## src/strap_params.svh

```systemverilog
// Purpose: offsets, field positions, reset values and cycle counts of the strap block
// Assumes: included by bare name from the design files
// Notes: definitions only
`ifndef STRAP_PARAMS_SVH
`define STRAP_PARAMS_SVH

// =====================================================================
// register offsets (byte addresses, one word each)
`define OFS_CTRL 8'h00
`define OFS_STATUS 8'h04
`define OFS_IRQ_STAT 8'h08
`define OFS_IRQ_MASK 8'h0C

// =====================================================================
// field positions
`define CTRL_CAL_BIT 0
`define ST_EXT_BIT 0
`define ST_DES_BIT 1
`define ST_DLY_BIT 2
`define ST_RANGE_BIT 3
`define ST_RUN_BIT 4
`define ST_CS_BIT 5
`define IRQ_DONE_BIT 0
`define IRQ_START_BIT 1
`define IRQ_MOVED_BIT 2
`define IRQ_W 3

// =====================================================================
// reset values and bus answers
`define IRQ_MASK_RST 3'h0
`define RESP_OKAY 2'h0
`define RESP_SLVERR 2'h2

// =====================================================================
// cycle counts of the converter input clock
`define DLY_SHORT_CYC 256
`define DLY_LONG_CYC 8192
`define CAL_RUN_CYC 1024
`define CAL_LOW_MIN_CYC 80
`define CAL_HIGH_MIN_CYC 80

`endif

```

## src/strap_pkg.sv

```systemverilog
// Purpose: types shared by the strap decode block
// Assumes: nothing
// Notes: constants live in strap_params.svh
package strap_pkg;

    // resolved level of a three-level pin
    typedef enum logic [1:0] {LVL_LOW, LVL_HIGH, LVL_MID} strap_level_e;

    // calibration sequencer states
    typedef enum logic [1:0] {CAL_BOOT, CAL_WAIT, CAL_RUN, CAL_IDLE} cal_state_e;

    // mode flags captured once after reset
    typedef struct packed {
        logic ext_mode;   // extended control active
        logic des_mode;   // dual edge sampling
        logic cal_dly;    // long power-up delay
        logic range_high; // high full-scale range
    } mode_flags_s;

endpackage

```

## src/strap_mode_ctrl.sv

```systemverilog
// Purpose: strap mode decode, calibration sequencing and status over AXI4-Lite
// Assumes: aclk stands for the converter input clock; pins arrive asynchronously
// Notes: mode flags are frozen one cycle after reset release
//
// The AXI4-Lite slave port and the address map were decided locally.
`timescale 1ns/100ps
`include "strap_params.svh"
module strap_mode_ctrl #(
    parameter int unsigned DLY_SHORT = `DLY_SHORT_CYC,    // short power-up delay
    parameter int unsigned DLY_LONG = `DLY_LONG_CYC,      // long power-up delay
    parameter int unsigned CAL_RUN = `CAL_RUN_CYC,        // calibration length
    parameter int unsigned CAL_LOW_MIN = `CAL_LOW_MIN_CYC, // trigger low minimum
    parameter int unsigned CAL_HIGH_MIN = `CAL_HIGH_MIN_CYC // trigger high minimum
) (
    input wire logic aclk,            // block clock
    input wire logic aresetn,         // synchronous reset, active low
    input wire logic [7:0] awaddr,    // write address
    input wire logic [2:0] awprot,    // write protection, unused
    input wire logic awvalid,         // write address valid
    output logic awready,             // write address ready
    input wire logic [31:0] wdata,    // write data
    input wire logic [3:0] wstrb,     // write byte enables
    input wire logic wvalid,          // write data valid
    output logic wready,              // write data ready
    output logic [1:0] bresp,         // write response
    output logic bvalid,              // write response valid
    input wire logic bready,          // write response ready
    input wire logic [7:0] araddr,    // read address
    input wire logic [2:0] arprot,    // read protection, unused
    input wire logic arvalid,         // read address valid
    output logic arready,             // read address ready
    output logic [31:0] rdata,        // read data
    output logic [1:0] rresp,         // read response
    output logic rvalid,              // read data valid
    input wire logic rready,          // read data ready
    input wire logic strap_hi_pin,    // strap pin above upper threshold
    input wire logic strap_lo_pin,    // strap pin below lower threshold
    input wire logic range_hi_pin,    // range pin above upper threshold
    input wire logic range_lo_pin,    // range pin below lower threshold
    input wire logic cal_trigger_pin, // calibration trigger pin
    input wire logic clk_pos_pin,     // positive leg of converter clock
    output logic cal_running_flag,    // calibration in progress
    output logic cal_delay_select,    // long power-up delay chosen
    output logic serial_chip_select,  // serial interface selected
    output logic ext_ctrl_mode,       // extended control active
    output logic des_mode,            // dual edge sampling active
    output logic range_high,          // high full-scale range
    output logic sample_i_en,         // capture pulse for I
    output logic sample_q_en,         // capture pulse for Q
    output logic irq                  // level interrupt
);
    localparam int CNT_W = 16; // wide enough for the long delay

    // =================================================================
    // pin synchronisers and level decode
    logic [5:0] pins_s; // synchronised pins
    strap_pkg::strap_level_e strap_lvl; // live strap level
    strap_pkg::strap_level_e range_lvl; // live range level

    pin_sync #(.W(6)) u_sync (
        .clk(aclk),
        .rst_n(aresetn),
        .d({clk_pos_pin, cal_trigger_pin, range_lo_pin, range_hi_pin, strap_lo_pin, strap_hi_pin}),
        .q(pins_s)
    );

    tri_level_decode u_strap_dec (
        .hi(pins_s[0]),
        .lo(pins_s[1]),
        .lvl(strap_lvl)
    );

    tri_level_decode u_range_dec (
        .hi(pins_s[2]),
        .lo(pins_s[3]),
        .lvl(range_lvl)
    );

    wire trig_s = pins_s[4]; // trigger level
    wire clk_s = pins_s[5];  // converter clock level

    // =================================================================
    // mode decode from live levels, frozen at boot; chip select stays live
    strap_pkg::mode_flags_s flags;      // frozen flags
    strap_pkg::mode_flags_s live_flags; // decode of live levels
    strap_pkg::cal_state_e state;       // sequencer state
    strap_pkg::strap_level_e strap_cap; // strap level at boot
    strap_pkg::strap_level_e range_cap; // range level at boot

    assign live_flags.ext_mode = (range_lvl == strap_pkg::LVL_MID);
    assign live_flags.range_high = (range_lvl == strap_pkg::LVL_HIGH);
    assign live_flags.des_mode = (strap_lvl == strap_pkg::LVL_MID);
    // a floating range pin leaves only the short delay
    assign live_flags.cal_dly = !live_flags.ext_mode && (strap_lvl == strap_pkg::LVL_HIGH);

    wire booting = (state == strap_pkg::CAL_BOOT); // first cycle after reset
    wire moved = !booting && ((strap_lvl != strap_cap) || (range_lvl != range_cap));

    // capture once; later pin moves raise an event and leave the captured flags alone
    always_ff @(posedge aclk)
    begin
        if (!aresetn)
        begin
            flags <= '0;
            strap_cap <= strap_pkg::LVL_LOW;
            range_cap <= strap_pkg::LVL_LOW;
        end
        else if (booting)
        begin
            flags <= live_flags;
            strap_cap <= strap_lvl;
            range_cap <= range_lvl;
        end
    end

    assign ext_ctrl_mode = flags.ext_mode;
    assign des_mode = flags.des_mode;
    assign cal_delay_select = flags.cal_dly;
    assign range_high = flags.range_high;

    // chip select is live: the host frames each transfer with it
    always_ff @(posedge aclk)
    begin
        if (!aresetn)
            serial_chip_select <= 1'b0;
        else
            serial_chip_select <= flags.ext_mode && (strap_lvl == strap_pkg::LVL_LOW);
    end

    // =================================================================
    // sample strobes from the converter clock
    logic clk_d; // previous clock level
    wire clk_fall = clk_d && !clk_s;
    wire clk_rise = !clk_d && clk_s;

    // dual edge uses both edges for I and starves Q
    always_ff @(posedge aclk)
    begin
        if (!aresetn)
        begin
            clk_d <= clk_s; // idle level, so no false edge at release
            sample_i_en <= 1'b0;
            sample_q_en <= 1'b0;
        end
        else
        begin
            clk_d <= clk_s;
            sample_i_en <= clk_fall || (flags.des_mode && clk_rise);
            sample_q_en <= clk_fall && !flags.des_mode;
        end
    end

    // =================================================================
    // calibration trigger: low phase then high phase
    logic [CNT_W-1:0] low_cnt;  // saturating low count
    logic [CNT_W-1:0] high_cnt; // high count after low phase
    wire low_met = (low_cnt == CNT_W'(CAL_LOW_MIN));
    wire trig_go = trig_s && low_met && (high_cnt == CNT_W'(CAL_HIGH_MIN - 1));

    // a high glitch before the low minimum restarts the low phase
    always_ff @(posedge aclk)
    begin
        if (!aresetn || trig_go)
        begin
            low_cnt <= '0;
            high_cnt <= '0;
        end
        else if (!trig_s)
        begin
            low_cnt <= low_met ? low_cnt : low_cnt + 1'b1;
            high_cnt <= '0;
        end
        else if (!low_met)
            low_cnt <= '0;
        else
            high_cnt <= high_cnt + 1'b1;
    end

    // =================================================================
    // calibration sequencer
    logic [CNT_W-1:0] cnt;  // delay and run counter
    logic sw_go;            // software request pulse
    wire [CNT_W-1:0] dly_end = flags.cal_dly ? CNT_W'(DLY_LONG - 1) : CNT_W'(DLY_SHORT - 1);
    wire wait_done = (state == strap_pkg::CAL_WAIT) && (cnt == dly_end);
    wire run_done = (state == strap_pkg::CAL_RUN) && (cnt == CNT_W'(CAL_RUN - 1));
    wire cmd_go = (state == strap_pkg::CAL_IDLE) && (trig_go || sw_go);
    wire cal_start = wait_done || cmd_go;

    // requests during a calibration are dropped, not queued
    always_ff @(posedge aclk)
    begin
        if (!aresetn)
        begin
            state <= strap_pkg::CAL_BOOT;
            cnt <= '0;
        end
        else
        begin
            case (state)
                strap_pkg::CAL_BOOT:
                    state <= strap_pkg::CAL_WAIT;
                strap_pkg::CAL_WAIT:
                    cnt <= wait_done ? '0 : cnt + 1'b1;
                strap_pkg::CAL_RUN:
                    cnt <= run_done ? '0 : cnt + 1'b1;
                strap_pkg::CAL_IDLE:
                    cnt <= '0;
                default:
                    state <= strap_pkg::CAL_BOOT;
            endcase
            if (cal_start)
                state <= strap_pkg::CAL_RUN;
            else if (run_done)
                state <= strap_pkg::CAL_IDLE;
        end
    end

    assign cal_running_flag = (state == strap_pkg::CAL_RUN);

    // =================================================================
    // AXI4-Lite write channel
    logic aw_hold;         // address taken
    logic w_hold;          // data taken
    logic [7:0] awaddr_q;  // held address
    logic [31:0] wdata_q;  // held data
    logic [3:0] wstrb_q;   // held strobes
    wire wr_go = aw_hold && w_hold && !bvalid;
    wire wr_ctrl = wr_go && (awaddr_q == `OFS_CTRL);
    wire wr_mask = wr_go && (awaddr_q == `OFS_IRQ_MASK);
    wire wr_ok = (awaddr_q == `OFS_CTRL) || (awaddr_q == `OFS_STATUS) ||
                 (awaddr_q == `OFS_IRQ_STAT) || (awaddr_q == `OFS_IRQ_MASK);

    assign awready = !aw_hold;
    assign wready = !w_hold;

    // address and data may arrive in either order
    always_ff @(posedge aclk)
    begin
        if (!aresetn)
        begin
            aw_hold <= 1'b0;
            w_hold <= 1'b0;
            awaddr_q <= 8'h00;
            wdata_q <= 32'h0;
            wstrb_q <= 4'h0;
            bvalid <= 1'b0;
            bresp <= `RESP_OKAY;
        end
        else
        begin
            if (awvalid && awready)
            begin
                aw_hold <= 1'b1;
                awaddr_q <= awaddr;
            end
            if (wvalid && wready)
            begin
                w_hold <= 1'b1;
                wdata_q <= wdata;
                wstrb_q <= wstrb;
            end
            if (wr_go)
            begin
                aw_hold <= 1'b0;
                w_hold <= 1'b0;
                bvalid <= 1'b1;
                bresp <= wr_ok ? `RESP_OKAY : `RESP_SLVERR;
            end
            else if (bready)
                bvalid <= 1'b0;
        end
    end

    // control writes only count in extended control mode
    always_ff @(posedge aclk)
    begin
        if (!aresetn)
            sw_go <= 1'b0;
        else
            sw_go <= wr_ctrl && wstrb_q[0] && wdata_q[`CTRL_CAL_BIT] && flags.ext_mode;
    end

    // =================================================================
    // interrupt status, read to clear, set wins
    logic [`IRQ_W-1:0] irq_stat; // sticky events
    logic [`IRQ_W-1:0] irq_mask; // enables
    logic [`IRQ_W-1:0] irq_set;  // this cycle's events
    wire ar_fire = arvalid && arready;
    wire rd_irq = ar_fire && (araddr == `OFS_IRQ_STAT);

    assign irq_set[`IRQ_DONE_BIT] = run_done;
    assign irq_set[`IRQ_START_BIT] = cal_start;
    assign irq_set[`IRQ_MOVED_BIT] = moved;

    always_ff @(posedge aclk)
    begin
        if (!aresetn)
        begin
            irq_stat <= '0;
            irq_mask <= `IRQ_MASK_RST;
        end
        else
        begin
            irq_stat <= (rd_irq ? '0 : irq_stat) | irq_set;
            if (wr_mask && wstrb_q[0])
                irq_mask <= wdata_q[`IRQ_W-1:0];
        end
    end

    assign irq = |(irq_stat & irq_mask);

    // =================================================================
    // AXI4-Lite read channel
    logic [31:0] rd_mux; // selected word
    wire [5:0] status_bits = {serial_chip_select, cal_running_flag, flags.range_high,
                              flags.cal_dly, flags.des_mode, flags.ext_mode};
    wire rd_ok = (araddr == `OFS_CTRL) || (araddr == `OFS_STATUS) ||
                 (araddr == `OFS_IRQ_STAT) || (araddr == `OFS_IRQ_MASK);

    assign arready = !rvalid;
    assign rd_mux = (araddr == `OFS_STATUS) ? {26'h0, status_bits} :
                    (araddr == `OFS_IRQ_STAT) ? {29'h0, irq_stat} :
                    (araddr == `OFS_IRQ_MASK) ? {29'h0, irq_mask} : 32'h0;

    always_ff @(posedge aclk)
    begin
        if (!aresetn)
        begin
            rvalid <= 1'b0;
            rdata <= 32'h0;
            rresp <= `RESP_OKAY;
        end
        else if (ar_fire)
        begin
            rvalid <= 1'b1;
            rdata <= rd_mux;
            rresp <= rd_ok ? `RESP_OKAY : `RESP_SLVERR;
        end
        else if (rready)
            rvalid <= 1'b0;
    end
endmodule

```

## src/pin_sync.sv

```systemverilog
// Purpose: two-flop synchroniser for asynchronous pin levels
// Assumes: one bit per pin, no multi-bit coherence needed
// Notes: first stage is read by the second stage only
`timescale 1ns/100ps
module pin_sync #(
    parameter int W = 1
) (
    input wire logic clk,         // block clock
    input wire logic rst_n,       // reset input, unused: the flops have no reset
    input wire logic [W-1:0] d,   // raw pin levels
    output logic [W-1:0] q        // synchronised levels
);
    // =================================================================
    // one pair of flops per pin
    genvar i;
    generate
        for (i = 0; i < W; i++)
        begin : g_bit
            logic meta; // metastability catcher
            // no reset: the pair keeps sampling so levels are fresh at release
            always_ff @(posedge clk)
            begin
                meta <= d[i];
                q[i] <= meta;
            end
        end
    endgenerate
endmodule

```

## src/tri_level_decode.sv

```systemverilog
// Purpose: resolve a three-level pin from its two comparator outputs
// Assumes: hi is above two thirds of supply, lo below one third
// Notes: both set cannot happen on a sane pad; treated as mid
`timescale 1ns/100ps
module tri_level_decode (
    input wire logic hi,                 // level above upper threshold
    input wire logic lo,                 // level below lower threshold
    output strap_pkg::strap_level_e lvl  // resolved level
);
    // =================================================================
    // neither comparator set means floating or half supply
    assign lvl = (hi && !lo) ? strap_pkg::LVL_HIGH :
                 (lo && !hi) ? strap_pkg::LVL_LOW : strap_pkg::LVL_MID;
endmodule

```

## config.mk

```make
export PLATFORM = sky130hd
export DESIGN_NAME = strap_mode_ctrl
export DESIGN_NICKNAME = d
export VERILOG_FILES = /design/src/strap_pkg.sv /design/src/strap_mode_ctrl.sv /design/src/pin_sync.sv /design/src/tri_level_decode.sv
export VERILOG_INCLUDE_DIRS = /design/src
export SDC_FILE = /design/constraint.sdc
export NUM_CORES = 1
export LEC_CHECK = 0
export BUFFER_PORTS_ARGS = -buffer_cell sky130_fd_sc_hd__buf_2
export CAP_MARGIN = 20
export CORE_ASPECT_RATIO = 1.25
export CORE_MARGIN = 4
export CORE_UTILIZATION = 50
export CTS_BUF_LIST = sky130_fd_sc_hd__clkbuf_8
export DETAILED_ROUTE_END_ITERATION = 16
export PLACE_DENSITY_LB_ADDON = 0.3
export SLEW_MARGIN = 15
export SYNTH_ARGS = -nofsm -noshare
export SYNTH_HDL_FRONTEND = slang
export SYNTH_HIERARCHICAL = 1
export SYNTH_SLANG_ARGS = --single-unit
```

## constraint.sdc

```tcl
create_clock -name aclk -period 1.55 [get_ports aclk]
set_input_delay 0 -clock aclk [delete_from_list [all_inputs] [get_ports aclk]]
set_output_delay 0 -clock aclk [all_outputs]
set_load 0.02 [all_outputs]
```

==> reports/qor.yml, run 1 <==
critPathRequiredTime_ns: 1.83
wl_per_cell_um: 14.8
fin_crit_ns: 1.67
startpoint_type: "flip-flop"
drv_slew: 0
nNetsFinal: 750
synthAdderAreaFrac: 0.0159
yosysWarningCount: 6
clock_sinks: 105
synth_mux_area_frac: 0.0391
power_frac_clock: 0.337
setup_viol_count_final: 40
ios: 121
hold_viol: 0
synth_compound_area_frac: 0.0545
synthCells: 504
hpwl_mm: 7.30
hp-class: "in2reg"
p_sw_mw: 1.40
switching_share: 0.268
ys.flop_type: "dfxtp_1"
pwr-share-comb: 0.120
synth.distinct_cells: 55
via_count: 4139
ys_seq_area_frac: 0.446
rsz0062_at_grt: "true"
clock.fmax_mhz: 597
vdd_ir_drop_max_mv: 0.732
port_buffers: 54
final.period_utilization: 1.08
initial_core_util: 0.513
htreeDepth: 3
total_leakage_power_nw: 2.72
syn-cell-area_mm2: 0.00471
ys_ff_latch: 105
fin_ws_ns: -0.125
grt_overflow_total: 0
drtIter0Drc: 163
postPlaceCellArea_mm2: 0.00552
status: "finished with violations"
skew_ns: 0.00558
gp_congestion: 0.836
clockBufferDepth: 2
endpoint_kind: "flip-flop"
drc_errors: 0
setup_tns_ns: -3.13
synth_top_family_by_area: "simple AND/OR/NAND/NOR gates"
cpPeakStageDelay_ns: 0.34
dr.pass1.iters: 4
insertion_delay_ns: 0.38
fin_hold_ws_ns: 0.0528
async_flop_share: 0
grt.total_usage: 0.215
root_buffer: "clkbuf_8"
synthSimpleGateAreaFrac: 0.277
worst_path_max_delay_cell: "dfxtp_2"
placement_rows: 39
worstSetupPathType: "reg2reg"
wl_mm: 11.9
route.antenna.remaining_nets: 0
grt_pass1_wl_mm: 18.7
seq_power_share: 0.543
syn_to_final_growth_pct: 37.4
grt_start_max_net_pins: 30
arrival_ns: 1.95
power_mw: 5.23
violations: "setup timing"
cts_buffers: 9
grt_pass1_vias: 4088
drive_gt1_frac: 0.388
fp.dieH_um: 117
synth_xor_area_frac: 0.0893
die-width_um: 94.8
cap_violations: 0
antenna_found_initial: 0
internal_power_mw: 3.83
coreArea_mm2: 0.00917
crit_fanout: 5
synth-edff-count: 0
synth.avg_cell_area_um2: 9.34
cts_tree: "built"
p_per_area_mw_per_mm2: 807
path_buf_inv: 2
fin_area_mm2: 0.00647
path_clk_slew_ns: 0.10
cp_top_family: "simple AND/OR/NAND/NOR gates"
die_area_mm2: 0.0110
vias_per_cell: 5.16
cp_cell_sequence: "inv_2 > ha_2 > and4b_2 > nand4_4 > buf_4 > nor3_4 > xnor2_1 > nor2_1"
## worst register-to-register path, stage by stage, from the launching register on
cell	delay, ns
dfxtp_2	0.34
inv_2	0.07
ha_2	0.15
and4b_2	0.27
nand4_4	0.15
buf_4	0.20
nor3_4	0.18
xnor2_1	0.15
nor2_1	0.07
## synth_stat cells (2+ instances only)
cell      count  area share
buf_4        28       0.045
ha_1          6       0.016
xor2_1       21       0.039
mux2_2        3      0.0072
dfxtp_1     105        0.45
a22o_1        3      0.0056
inv_1        14       0.011
nor3_2        5       0.011
buf_2         2      0.0021
nand3b_1      5      0.0080
and3_1        5      0.0066
a21oi_1      18       0.019
or3_1         3      0.0040
nand4_1      13       0.017
nand4_4       2      0.0090
o211ai_1      2      0.0032
nor3_1        9      0.0096
nor2b_1       3      0.0040
nor2_1       74       0.059
nand2b_1      7      0.0093
nor4_4        4       0.018
clkbuf_1      9      0.0072
nand3_1      16       0.017
nand3_4       2      0.0074
nor4bb_1      2      0.0043
nor4_2        3      0.0080
nor4_1        5      0.0066
mux2i_1      15       0.032
nor2_2       20       0.027
xnor2_1      27       0.050
a22oi_1       7       0.011
nand2_1      42       0.033
nor4b_1       2      0.0037
## cell usage in the layout, fill, tap and decap left out, types with 4 or more instances in the layout
cell type,count
dfxtp_1,93
buf_4,89
nor2_1,57
buf_2,54
nand2_1,40
nor2_2,28
conb_1,28
xnor2_1,27
dlygate4sd3_1,23
xor2_1,21
a21oi_1,16
mux2i_1,15
nand3_1,15
nand4_1,13
dfxtp_2,12
inv_1,11
nor2_4,9
clkbuf_8,9
nor4_4,8
nor3_1,7
nand2b_1,7
a22oi_1,7
nand3b_1,5
and3_1,5
nor3_4,5
inv_2,4
nand3_4,4
## through the flow
| step | setup WS [ns] | util | instances |
|---|---|---|---|
| floorplan | -0.0402 | - | 531 |
| global placement | -0.137 | 0.602 | 739 |
| detailed placement | -0.197 | 0.602 | 739 |
| CTS | -0.131 | 0.676 | 791 |
| global route | -0.200 | 0.705 | 801 |
| finish | -0.125 | 0.706 | 802 |
## kinds of logic (layout without fill, tap and decap cells)
kind of cell,count (synthesis),count (layout)
AOI/OAI and AO/OA,38,38
xor gates and xnor gates,48,48
adders and majority gates,6,6
buffers and inverters,58,202
DFF,105,105
muxes,18,18
other,1,29
and+or+nand+nor,230,233
## worst paths after layout
| check | from | cells after the start | to | slack (ns) |
|---|---|---|---|---|
| worst min register to register | u_sync/g_bit[2].meta | 0 | u_sync/q[2] | 0.34 |
| worst max register to register | low_cnt[0] | 8 | high_cnt[5] | -0.12 |
| worst max-delay path | low_cnt[0] | 8 | high_cnt[5] | -0.12 |
| worst min-delay path | araddr[3] | 4 | rdata[0] | 0.05 |
## sequential cells by signal (all words and copies together), names as in the netlist, 2 cells and up
| name | count |
|---|---|
| state | 2 |
| irq_mask | 3 |
| strap_cap | 2 |
| low_cnt | 16 |
| u_sync/g_bit.meta | 6 |
| rdata | 6 |
| wdata_q | 3 |
| high_cnt | 16 |
| u_sync/q | 6 |
| cnt | 16 |
| range_cap | 2 |
| irq_stat | 3 |
| awaddr_q | 8 |
## power groups by stage
stage / clock network, mW / registers [mW] / logic [mW]
2_1_floorplan: 0 / 2.90 / 0.349
3_3_place_gp: 0 / 2.88 / 0.469
5_1_grt: 1.88 / 2.85 / 0.682
4_1_cts: 1.77 / 2.83 / 0.557
6_report: 1.76 / 2.84 / 0.629
3_5_place_dp: 0 / 2.89 / 0.480
## layout make-up
| type | instances | area, um2 |
|---|---|---|
| Multi-Input combinational cell | 371 | 2690 |
| Fill cell | 682 | 2700 |
| Clock inverter | 7 | 77.6 |
| Clock buffer | 9 | 124 |
| Timing Repair Buffer | 171 | 1250 |
| Inverter | 15 | 56.3 |
| Sequential cell | 105 | 2120 |
| Tap cell | 123 | 154 |
| Antenna cell | 1 | 2.50 |
## metal layers
layer,routed length [um],vias up,track usage
met4,431,0,0.123
met1,4510,1975,0.244
met3,487,38,0.0387
li1,-,2000,-
met5,0,-,0
met2,6480,126,0.376
## what timing repair did
action / in CTS / in global routing
cloned: 3 / 1
buffers inserted: 10 / 9
endpoints found under the hold margin: 23 / 0
gates resized for setup: 30 / 44
setup endpoints to repair: 49 / 54
hold buffers: 23 / 0
pin swaps: 36 / 41
No activity file was read; power rests on OpenSTA's default activity.
==> inputs of run 2 (changes only) <==
--- a/config.mk
+++ b/config.mk
@@ -14,8 +14,8 @@
 export CTS_BUF_LIST = sky130_fd_sc_hd__clkbuf_8
 export DETAILED_ROUTE_END_ITERATION = 16
 export PLACE_DENSITY_LB_ADDON = 0.3
+export SETUP_SLACK_MARGIN = 0.02
 export SLEW_MARGIN = 15
 export SYNTH_ARGS = -nofsm -noshare
 export SYNTH_HDL_FRONTEND = slang
-export SYNTH_HIERARCHICAL = 1
 export SYNTH_SLANG_ARGS = --single-unit
==> run 2 against run 1 <==
Net effect:
- the flow still finishes with violations (setup timing)
- via count rose by 12%
- worst hold slack got worse by 0.013 ns
- combinational power fell by 2%
- synthesized cell count grew 2.0%
- routed wire length increased by 22%
- sequential cell count is 3 lower
- non-clock buffer count grew 11
- setup slack got worse by 0.52 ns
- die area decreased by 0.22%
- first-iteration DRC count grew 82%
- final cell count is 0.87% higher
==> reports/qor.yml, run 2 <==
status: "finished with violations"
violations: "setup timing"
coreArea_mm2: 0.00917  # unchanged
crit_fanout: 16  # +11
hp-class: "in2reg"
drv_slew: 0  # unchanged
grt.total_usage: 0.266  # +0.0513
drive_gt1_frac: 0.407  # +0.0188
wl_per_cell_um: 17.9  # +21%
critPathRequiredTime_ns: 1.79  # -0.04 ns
grt_overflow_total: 0  # unchanged
p_per_area_mw_per_mm2: 727  # -10%
netlist_top_cells_count: "dfxtp_1 (102), nor2_1 (36), nand2_1 (31)"
fp.dieH_um: 116  # -0.11%
hpwl_mm: 8.46  # +16%
yosysWarningCount: 0  # -6
syn_to_final_growth_pct: 48.1
fin_area_mm2: 0.00696  # +7.5%
mostFrequentLayoutCells: "dfxtp_1 (86), buf_4 (82), buf_2 (54), nor2_1 (35), nand2_1 (31)"
path_clk_slew_ns: 0.11  # about the same
die_area_mm2: 0.0110  # -0.22%
ys.flop_type: "dfxtp_1"
fin_ws_ns: -0.641  # -0.516 ns
clock_sinks: 102  # -2.9%
synth-edff-count: 0  # unchanged
r2r-start: "cnt[1]"
setup_viol_count_final: 55  # +38%
postPlaceCellArea_mm2: 0.00583  # +5.6%
insertion_delay_ns: 0.38  # about the same
vias_per_cell: 5.73  # +11%
instances_no_fill: 809  # +0.87%
synth.avg_cell_area_um2: 9.14  # -2.2%
grt_pass1_vias: 4790  # +17%
worstSetupPathType: "reg2reg"
min_to: "serial_chip_select"
synth_area_leaders: "dfxtp_1 (43%), buf_4 (4.5%), xnor2_1 (3.7%)"
r2r_end: "cnt[0]"
yosysMostFrequentCell: "dfxtp_1"
holdPathStages: 2  # -2
skew_ns: 0.00611  # +0.000530 ns
port_buffers: 54  # unchanged
fin_crit_ns: 2.19  # +0.516 ns
cap_violations: 0  # unchanged
cp-startpoint: "cnt[1]"
final.period_utilization: 1.41  # +0.333
ff2ff_path_depth: 7  # -1
htreeDepth: 3  # unchanged
cts_tree: "built"
slew_headroom: 0.538
rsz0062_at_grt: "true"
placement_rows: 39  # unchanged
root_buffer: "clkbuf_8"
cts_buffers: 9  # unchanged
die-width_um: 94.7  # -0.11%
synthCells: 514  # +2.0%
reg_top3: "cnt: 16 flops, high_cnt: 16 flops, low_cnt: 16 flops"
final_common_cell: "dfxtp_1"
drc_errors: 0  # unchanged
antenna_found_initial: 0  # unchanged
initial_core_util: 0.512  # -0.00123
route.antenna.remaining_nets: 0  # unchanged
arrival_ns: 2.43  # +0.48 ns
endpoint_kind: "flip-flop"
dp_cells: 753  # +1.9%
vdd_ir_drop_max_mv: 0.770  # +5.2%
via_count: 4637  # +12%
drtIter0Drc: 296  # +82%
grt_pass1_wl_mm: 23.0  # +23%
reg2reg_slack_ns: -0.64  # -0.52 ns
gp_congestion: 0.809  # -3.2%
pre_cts_ws_ns: -0.599  # -0.403 ns
syn-cell-area_mm2: 0.00470  # -0.24%
ys_seq_area_frac: 0.435  # -0.0117
ys_ff_latch: 102  # -2.9%
synth_top_area_share: 0.435  # -0.0117
min_from: "aresetn"
worst_pin_slew_ns: 0.693
nNetsFinal: 759  # +1.2%
dr.pass1.iters: 5  # +1
async_flop_share: 0  # unchanged
synth.distinct_cells: 57  # +3.6%
total_leakage_power_nw: 2.70  # -0.67%
grt_start_max_net_pins: 34  # +13%
startpoint_type: "flip-flop"
clock.fmax_mhz: 456  # -24%
clockBufferDepth: 2  # unchanged
ios: 121  # unchanged
diodes: 0  # -1
synth_area_leader_cell: "dfxtp_1"
wl_mm: 14.5  # +22%
hold_viol: 0  # unchanged
run 2: cell types whose count changed after synthesis, sizes merged, moves of 5 or more:
| cell | change |
|---|---|
| o31ai | +14 |
| xnor2 | -7 |
| clkbuf | +12 |
| a211oi | +18 |
| or3 | +6 |
| nand2 | -11 |
| o21ai | +9 |
| nor2 | -58 |
| or4 | +15 |
| xor2 | -14 |
| a21oi | +5 |
| a221oi | +5 |
run 2: worst max path at each step:
stage	endpoint	slack (ns)	cells past startpoint
6_report	cnt[0]	-0.64	7
5_1_grt	state[0]	-0.72	5
4_1_cts	cnt[4]	-0.64	7
3_5_place_dp	cnt[1]	-0.60	7
3_3_place_gp	cnt[1]	-0.58	7
2_1_floorplan	state[0]	-0.55	5
run 2: final cells by class:
cell class                      count  area, um2
Multi-Input combinational cell    366       2960
Sequential cell                   102       2060
Clock inverter                      7       73.8
Tap cell                          123        154
Fill cell                         588       2210
Timing Repair Buffer              182       1510
Inverter                           20       75.1
Clock buffer                        9        124
run 2: through the flow:
step	power (mW)	hold WS [ns]	util	TNS (ns)
floorplan	3.16	0.0277	-	-10.32
global placement	3.26	0.104	0.636	-13.68
detailed placement	3.28	0.104	0.636	-15.46
CTS	5.01	-0.0506	0.733	-17.30
global route	5.23	0.0220	0.759	-22.98
finish	5.06	0.0393	0.759	-19.67
run 2: critical path, stage by stage, from the launching register on:
cell      delay (ns)
dfxtp_2         0.37
ha_4            0.13
or4b_4          0.44
or3_4           0.41
buf_12          0.14
o41ai_4         0.26
buf_12          0.20
a211oi_1        0.10
run 2: cells by family after synthesis:
kind of cell	share of synthesized area
adders and majority gates	0.0186
xor gates and xnor gates	0.0503
muxes	0.0434
AOI/OAI and AO/OA	0.138
and+or+nand+nor	0.232
DFF	0.435
buffers and inverters	0.0812
other	0.000798
run 2: repair_timing:
item,4_1_cts,5_1_grt
hold endpoints to repair,24,4
resized for setup,57,46
gates cloned,5,0
hold buffers,23,1
buffers inserted,9,4
setup endpoints to repair,57,63
pin swaps,30,16
run 2: routing by layer:
| metal | wire [um] | GRT usage |
|---|---|---|
| met1 | 5280 | 0.284 |
| met2 | 7940 | 0.492 |
| met3 | 715 | 0.0464 |
| met4 | 532 | 0.144 |
| met5 | 0 | 0 |
run 2: report_power, final:
group	switching, mW	internal, mW	total [mW]
clock	1.06	0.641	1.70
combinational	0.352	0.262	0.614
sequential	0.0535	2.69	2.75
total	1.46	3.60	5.06
==> inputs of run 3 (changes only) <==
--- a/config.mk
+++ b/config.mk
@@ -6,6 +6,7 @@
 export SDC_FILE = /design/constraint.sdc
 export NUM_CORES = 1
 export LEC_CHECK = 0
+export ABC_AREA = 1
 export BUFFER_PORTS_ARGS = -buffer_cell sky130_fd_sc_hd__buf_2
 export CAP_MARGIN = 20
 export CORE_ASPECT_RATIO = 1.25
==> run 3 against run 2 <==
Net effect:
- the run still ends with setup timing left
- via count shrank 0.15%
- total power rose by 0.62%
- setup slack better by 0.63 ns
- clock-buffer cell count rose by 2
- die area rose by 3.1%
- sequential cell count stayed put
- non-clock buffer count decreased by 49
- synthesized area increased by 3.3%
- global-route usage down 6.3 points
- critical path type unchanged
- critical endpoint is now cnt[4]
- largest cell class unchanged
==> reports/qor.yml, run 3 <==
cap_violations: 0  # unchanged
syn-cell-area_mm2: 0.00485  # +3.3%
clockBufferDepth: 2  # unchanged
diodes: 0  # unchanged
power_mw: 5.09  # +0.62%
endpoint_kind: "flip-flop"
ios: 121  # unchanged
skew_ns: 0.0134  # +0.00732 ns
reg_top3: "cnt: 16 flops, high_cnt: 16 flops, low_cnt: 16 flops"
via_count: 4630  # -0.15%
yosysWarningCount: 0  # unchanged
root_buffer: "clkbuf_8"
vdd_ir_drop_max_mv: 0.786  # +2.1%
nNetsFinal: 878  # +16%
path_buf_inv: 0  # -2
synth.distinct_cells: 37  # -35%
synth_area_leader_cell: "dfxtp_1"
die-width_um: 96.1  # +1.5%
final_common_cell: "nand2_1"
startpoint_type: "flip-flop"
yosysMostFrequentCell: "nand2_1"
cpPeakStageDelay_ns: 0.36  # -0.08 ns
setup_viol_count_final: 7  # -87%
antenna_found_initial: 0  # unchanged
dp_cells: 879  # +17%
hold_viol: 0  # unchanged
netlist_top_cells_count: "nand2_1 (115), nor2_1 (108), dfxtp_1 (102)"
status: "finished with violations"
hp-class: "in2reg"
dr.pass1.iters: 4  # -1
multiInputGateArea_mm2: 0.00261  # -12%
drv_slew: 0  # unchanged
synth_top_area_share: 0.421  # -0.0140
insertion_delay_ns: 0.37  # about the same
syn_to_final_growth_pct: 28.7
clock_sinks: 102  # unchanged
instances_no_fill: 928  # +15%
worstSetupPathType: "reg2reg"
p_per_area_mw_per_mm2: 814  # +12%
synth_area_leaders: "dfxtp_1 (42%), nand2_1 (8.9%), nor2_1 (8.4%)"
gp_congestion: 0.896  # +11%
num-fill-cells: 793  # +35%
initial_core_util: 0.521  # +0.00874
seq_area_mm2: 0.00205  # -0.73%
die_area_mm2: 0.0114  # +3.1%
cts_buffers: 9  # unchanged
cts_tree: "built"
violations: "setup timing"
arrival_ns: 1.82  # -0.61 ns
htreeDepth: 3  # unchanged
port_buffers: 54  # unchanged
postPlaceCellArea_mm2: 0.00548  # -6.1%
ys_ff_latch: 102  # unchanged
grt_pass1_wl_mm: 18.9  # -18%
wl_per_cell_um: 12.7  # -29%
crit_fanout: 8  # -8
async_flop_share: 0  # unchanged
ys_seq_area_frac: 0.421  # -0.0140
grt_start_max_net_pins: 18  # -47%
synthCells: 664  # +29%
clock.fmax_mhz: 641  # +40%
path_clk_slew_ns: 0.09  # -0.02 ns
fin_area_mm2: 0.00625  # -10%
mostFrequentLayoutCells: "nand2_1 (106), nor2_1 (99), dfxtp_1 (98), inv_1 (70), buf_2 (54)"
ys.flop_type: "dfxtp_1"
drc_errors: 0  # unchanged
vias_per_cell: 4.99  # -13%
route.antenna.remaining_nets: 0  # unchanged
drive_gt1_frac: 0.236  # -0.171
cp_cell_sequence: "ha_4 > nand2_4 > nor2_4 > nand2_2 > nor2_4 > nand4_1 > nand2_2 > nand2_4 > nand2_8 > nor2_1"
total_leakage_power_nw: 2.71  # +0.57%
coreArea_mm2: 0.00932  # +1.6%
cp_top_family: "simple AND/OR/NAND/NOR gates"
fin_crit_ns: 1.56  # -0.631 ns
drtIter0Drc: 221  # -25%
critPathRequiredTime_ns: 1.81  # +0.02 ns
wl_mm: 11.8  # -19%
synth.avg_cell_area_um2: 7.31  # -20%
synth-edff-count: 0  # unchanged
worst_path_max_delay_cell: "dfxtp_2"
fp.dieH_um: 118  # +1.5%
grt_pass1_vias: 4454  # -7.0%
grt.total_usage: 0.203  # -0.0634
final.period_utilization: 1.01  # -0.407
reg2reg_slack_ns: -0.01  # +0.63 ns
hpwl_mm: 7.92  # -6.4%
grt_overflow_total: 0  # unchanged
rsz0062_at_grt: "true"
placement_rows: 39  # unchanged
fin_ws_ns: -0.00954  # +0.631 ns
==> run 3: cell count changes after synthesis, moves of 15 or more <==
cell      change
a211oi_1     -17
clkbuf_1     -18
inv_1        +52
mux2i_1      -16
nand2_1      +84
nand3_1      +29
nor2_1       +72
o21ai_0      +30
or4_1        -15
==> run 3: cells by family (layout without fill, tap and decap cells) <==
| group | after synthesis | in the layout | share of synthesized area |
|---|---|---|---|
| buffers and inverters | 115 | 226 | 0.115 |
| AND/OR/NAND/NOR | 335 | 338 | 0.314 |
| XOR/XNOR | 24 | 24 | 0.0433 |
| flip-flops | 102 | 102 | 0.421 |
| adder cells (fa/ha/maj) | 7 | 7 | 0.0180 |
| multiplexers | 1 | 1 | 0.00206 |
| AO/OA/AOI/OAI | 79 | 79 | 0.0856 |
| other | 1 | 28 | 0.000772 |
==> run 3: final timing paths <==
path                        start          end  cells past startpoint
min reg2reg  u_sync.g_bit[0].meta  u_sync.q[0]                      0
max reg2reg                cnt[1]       cnt[4]                     10
min                     araddr[0]     rdata[4]                      5
max                        cnt[1]       cnt[4]                     10
==> run 3: stage by stage <==
| stage | setup TNS [ns] | setup WS (ns) | hold WS [ns] | util |
|---|---|---|---|---|
| detailed placement | -0.995 | -0.0558 | 0.104 | 0.588 |
| CTS | 0 | 0.00179 | 0.0173 | 0.651 |
| global route | -4.39 | -0.140 | 0.0464 | 0.670 |
| global placement | -0.0405 | -0.00802 | 0.102 | 0.588 |
| finish | -0.0398 | -0.00954 | 0.0499 | 0.670 |
| floorplan | 0 | 0.0276 | 0.0277 | - |
==> run 3: metal layers <==
layer,global-route usage,share of wire,up-vias
met5,0,0,-
li1,-,-,2362
met4,0.0899,0.024,0
met3,0.0368,0.044,23
met1,0.233,0.40,2126
met2,0.357,0.53,119
==> run 3: worst reg2reg max path: stages, from the launching register on <==
cell and delay (ns):
dfxtp_2 0.36, ha_4 0.16, nand2_4 0.06, nor2_4 0.12, nand2_2 0.10, nor2_4 0.12, nand4_1 0.14, nand2_2 0.14
nand2_4 0.10, nand2_8 0.12, nor2_1 0.05
==> run 3: layout make-up <==
class / count / area share
clock inverters: 5 / 0.00941
multi-input cells: 477 / 0.418
clock buffers: 11 / 0.0242
inverters: 77 / 0.0475
repair buffers: 133 / 0.149
well taps: 123 / 0.0246
flip-flops and latches: 102 / 0.328
==> run 3: power by group <==
| group | internal (mW) | switching, mW |
|---|---|---|
| registers | 2.71 | 0.0564 |
| clock network | 0.835 | 0.911 |
| logic | 0.227 | 0.350 |
==> run 3: timing repair <==
| action | in CTS | in global routing |
|---|---|---|
| hold buffers | 24 | 0 |
| resized for setup | 24 | 42 |
| hold endpoints to repair | 25 | 0 |
| cloned | 2 | 2 |
| pin swaps | 13 | 8 |
| setup buffers | 5 | 1 |
| setup endpoints to repair | 36 | 50 |
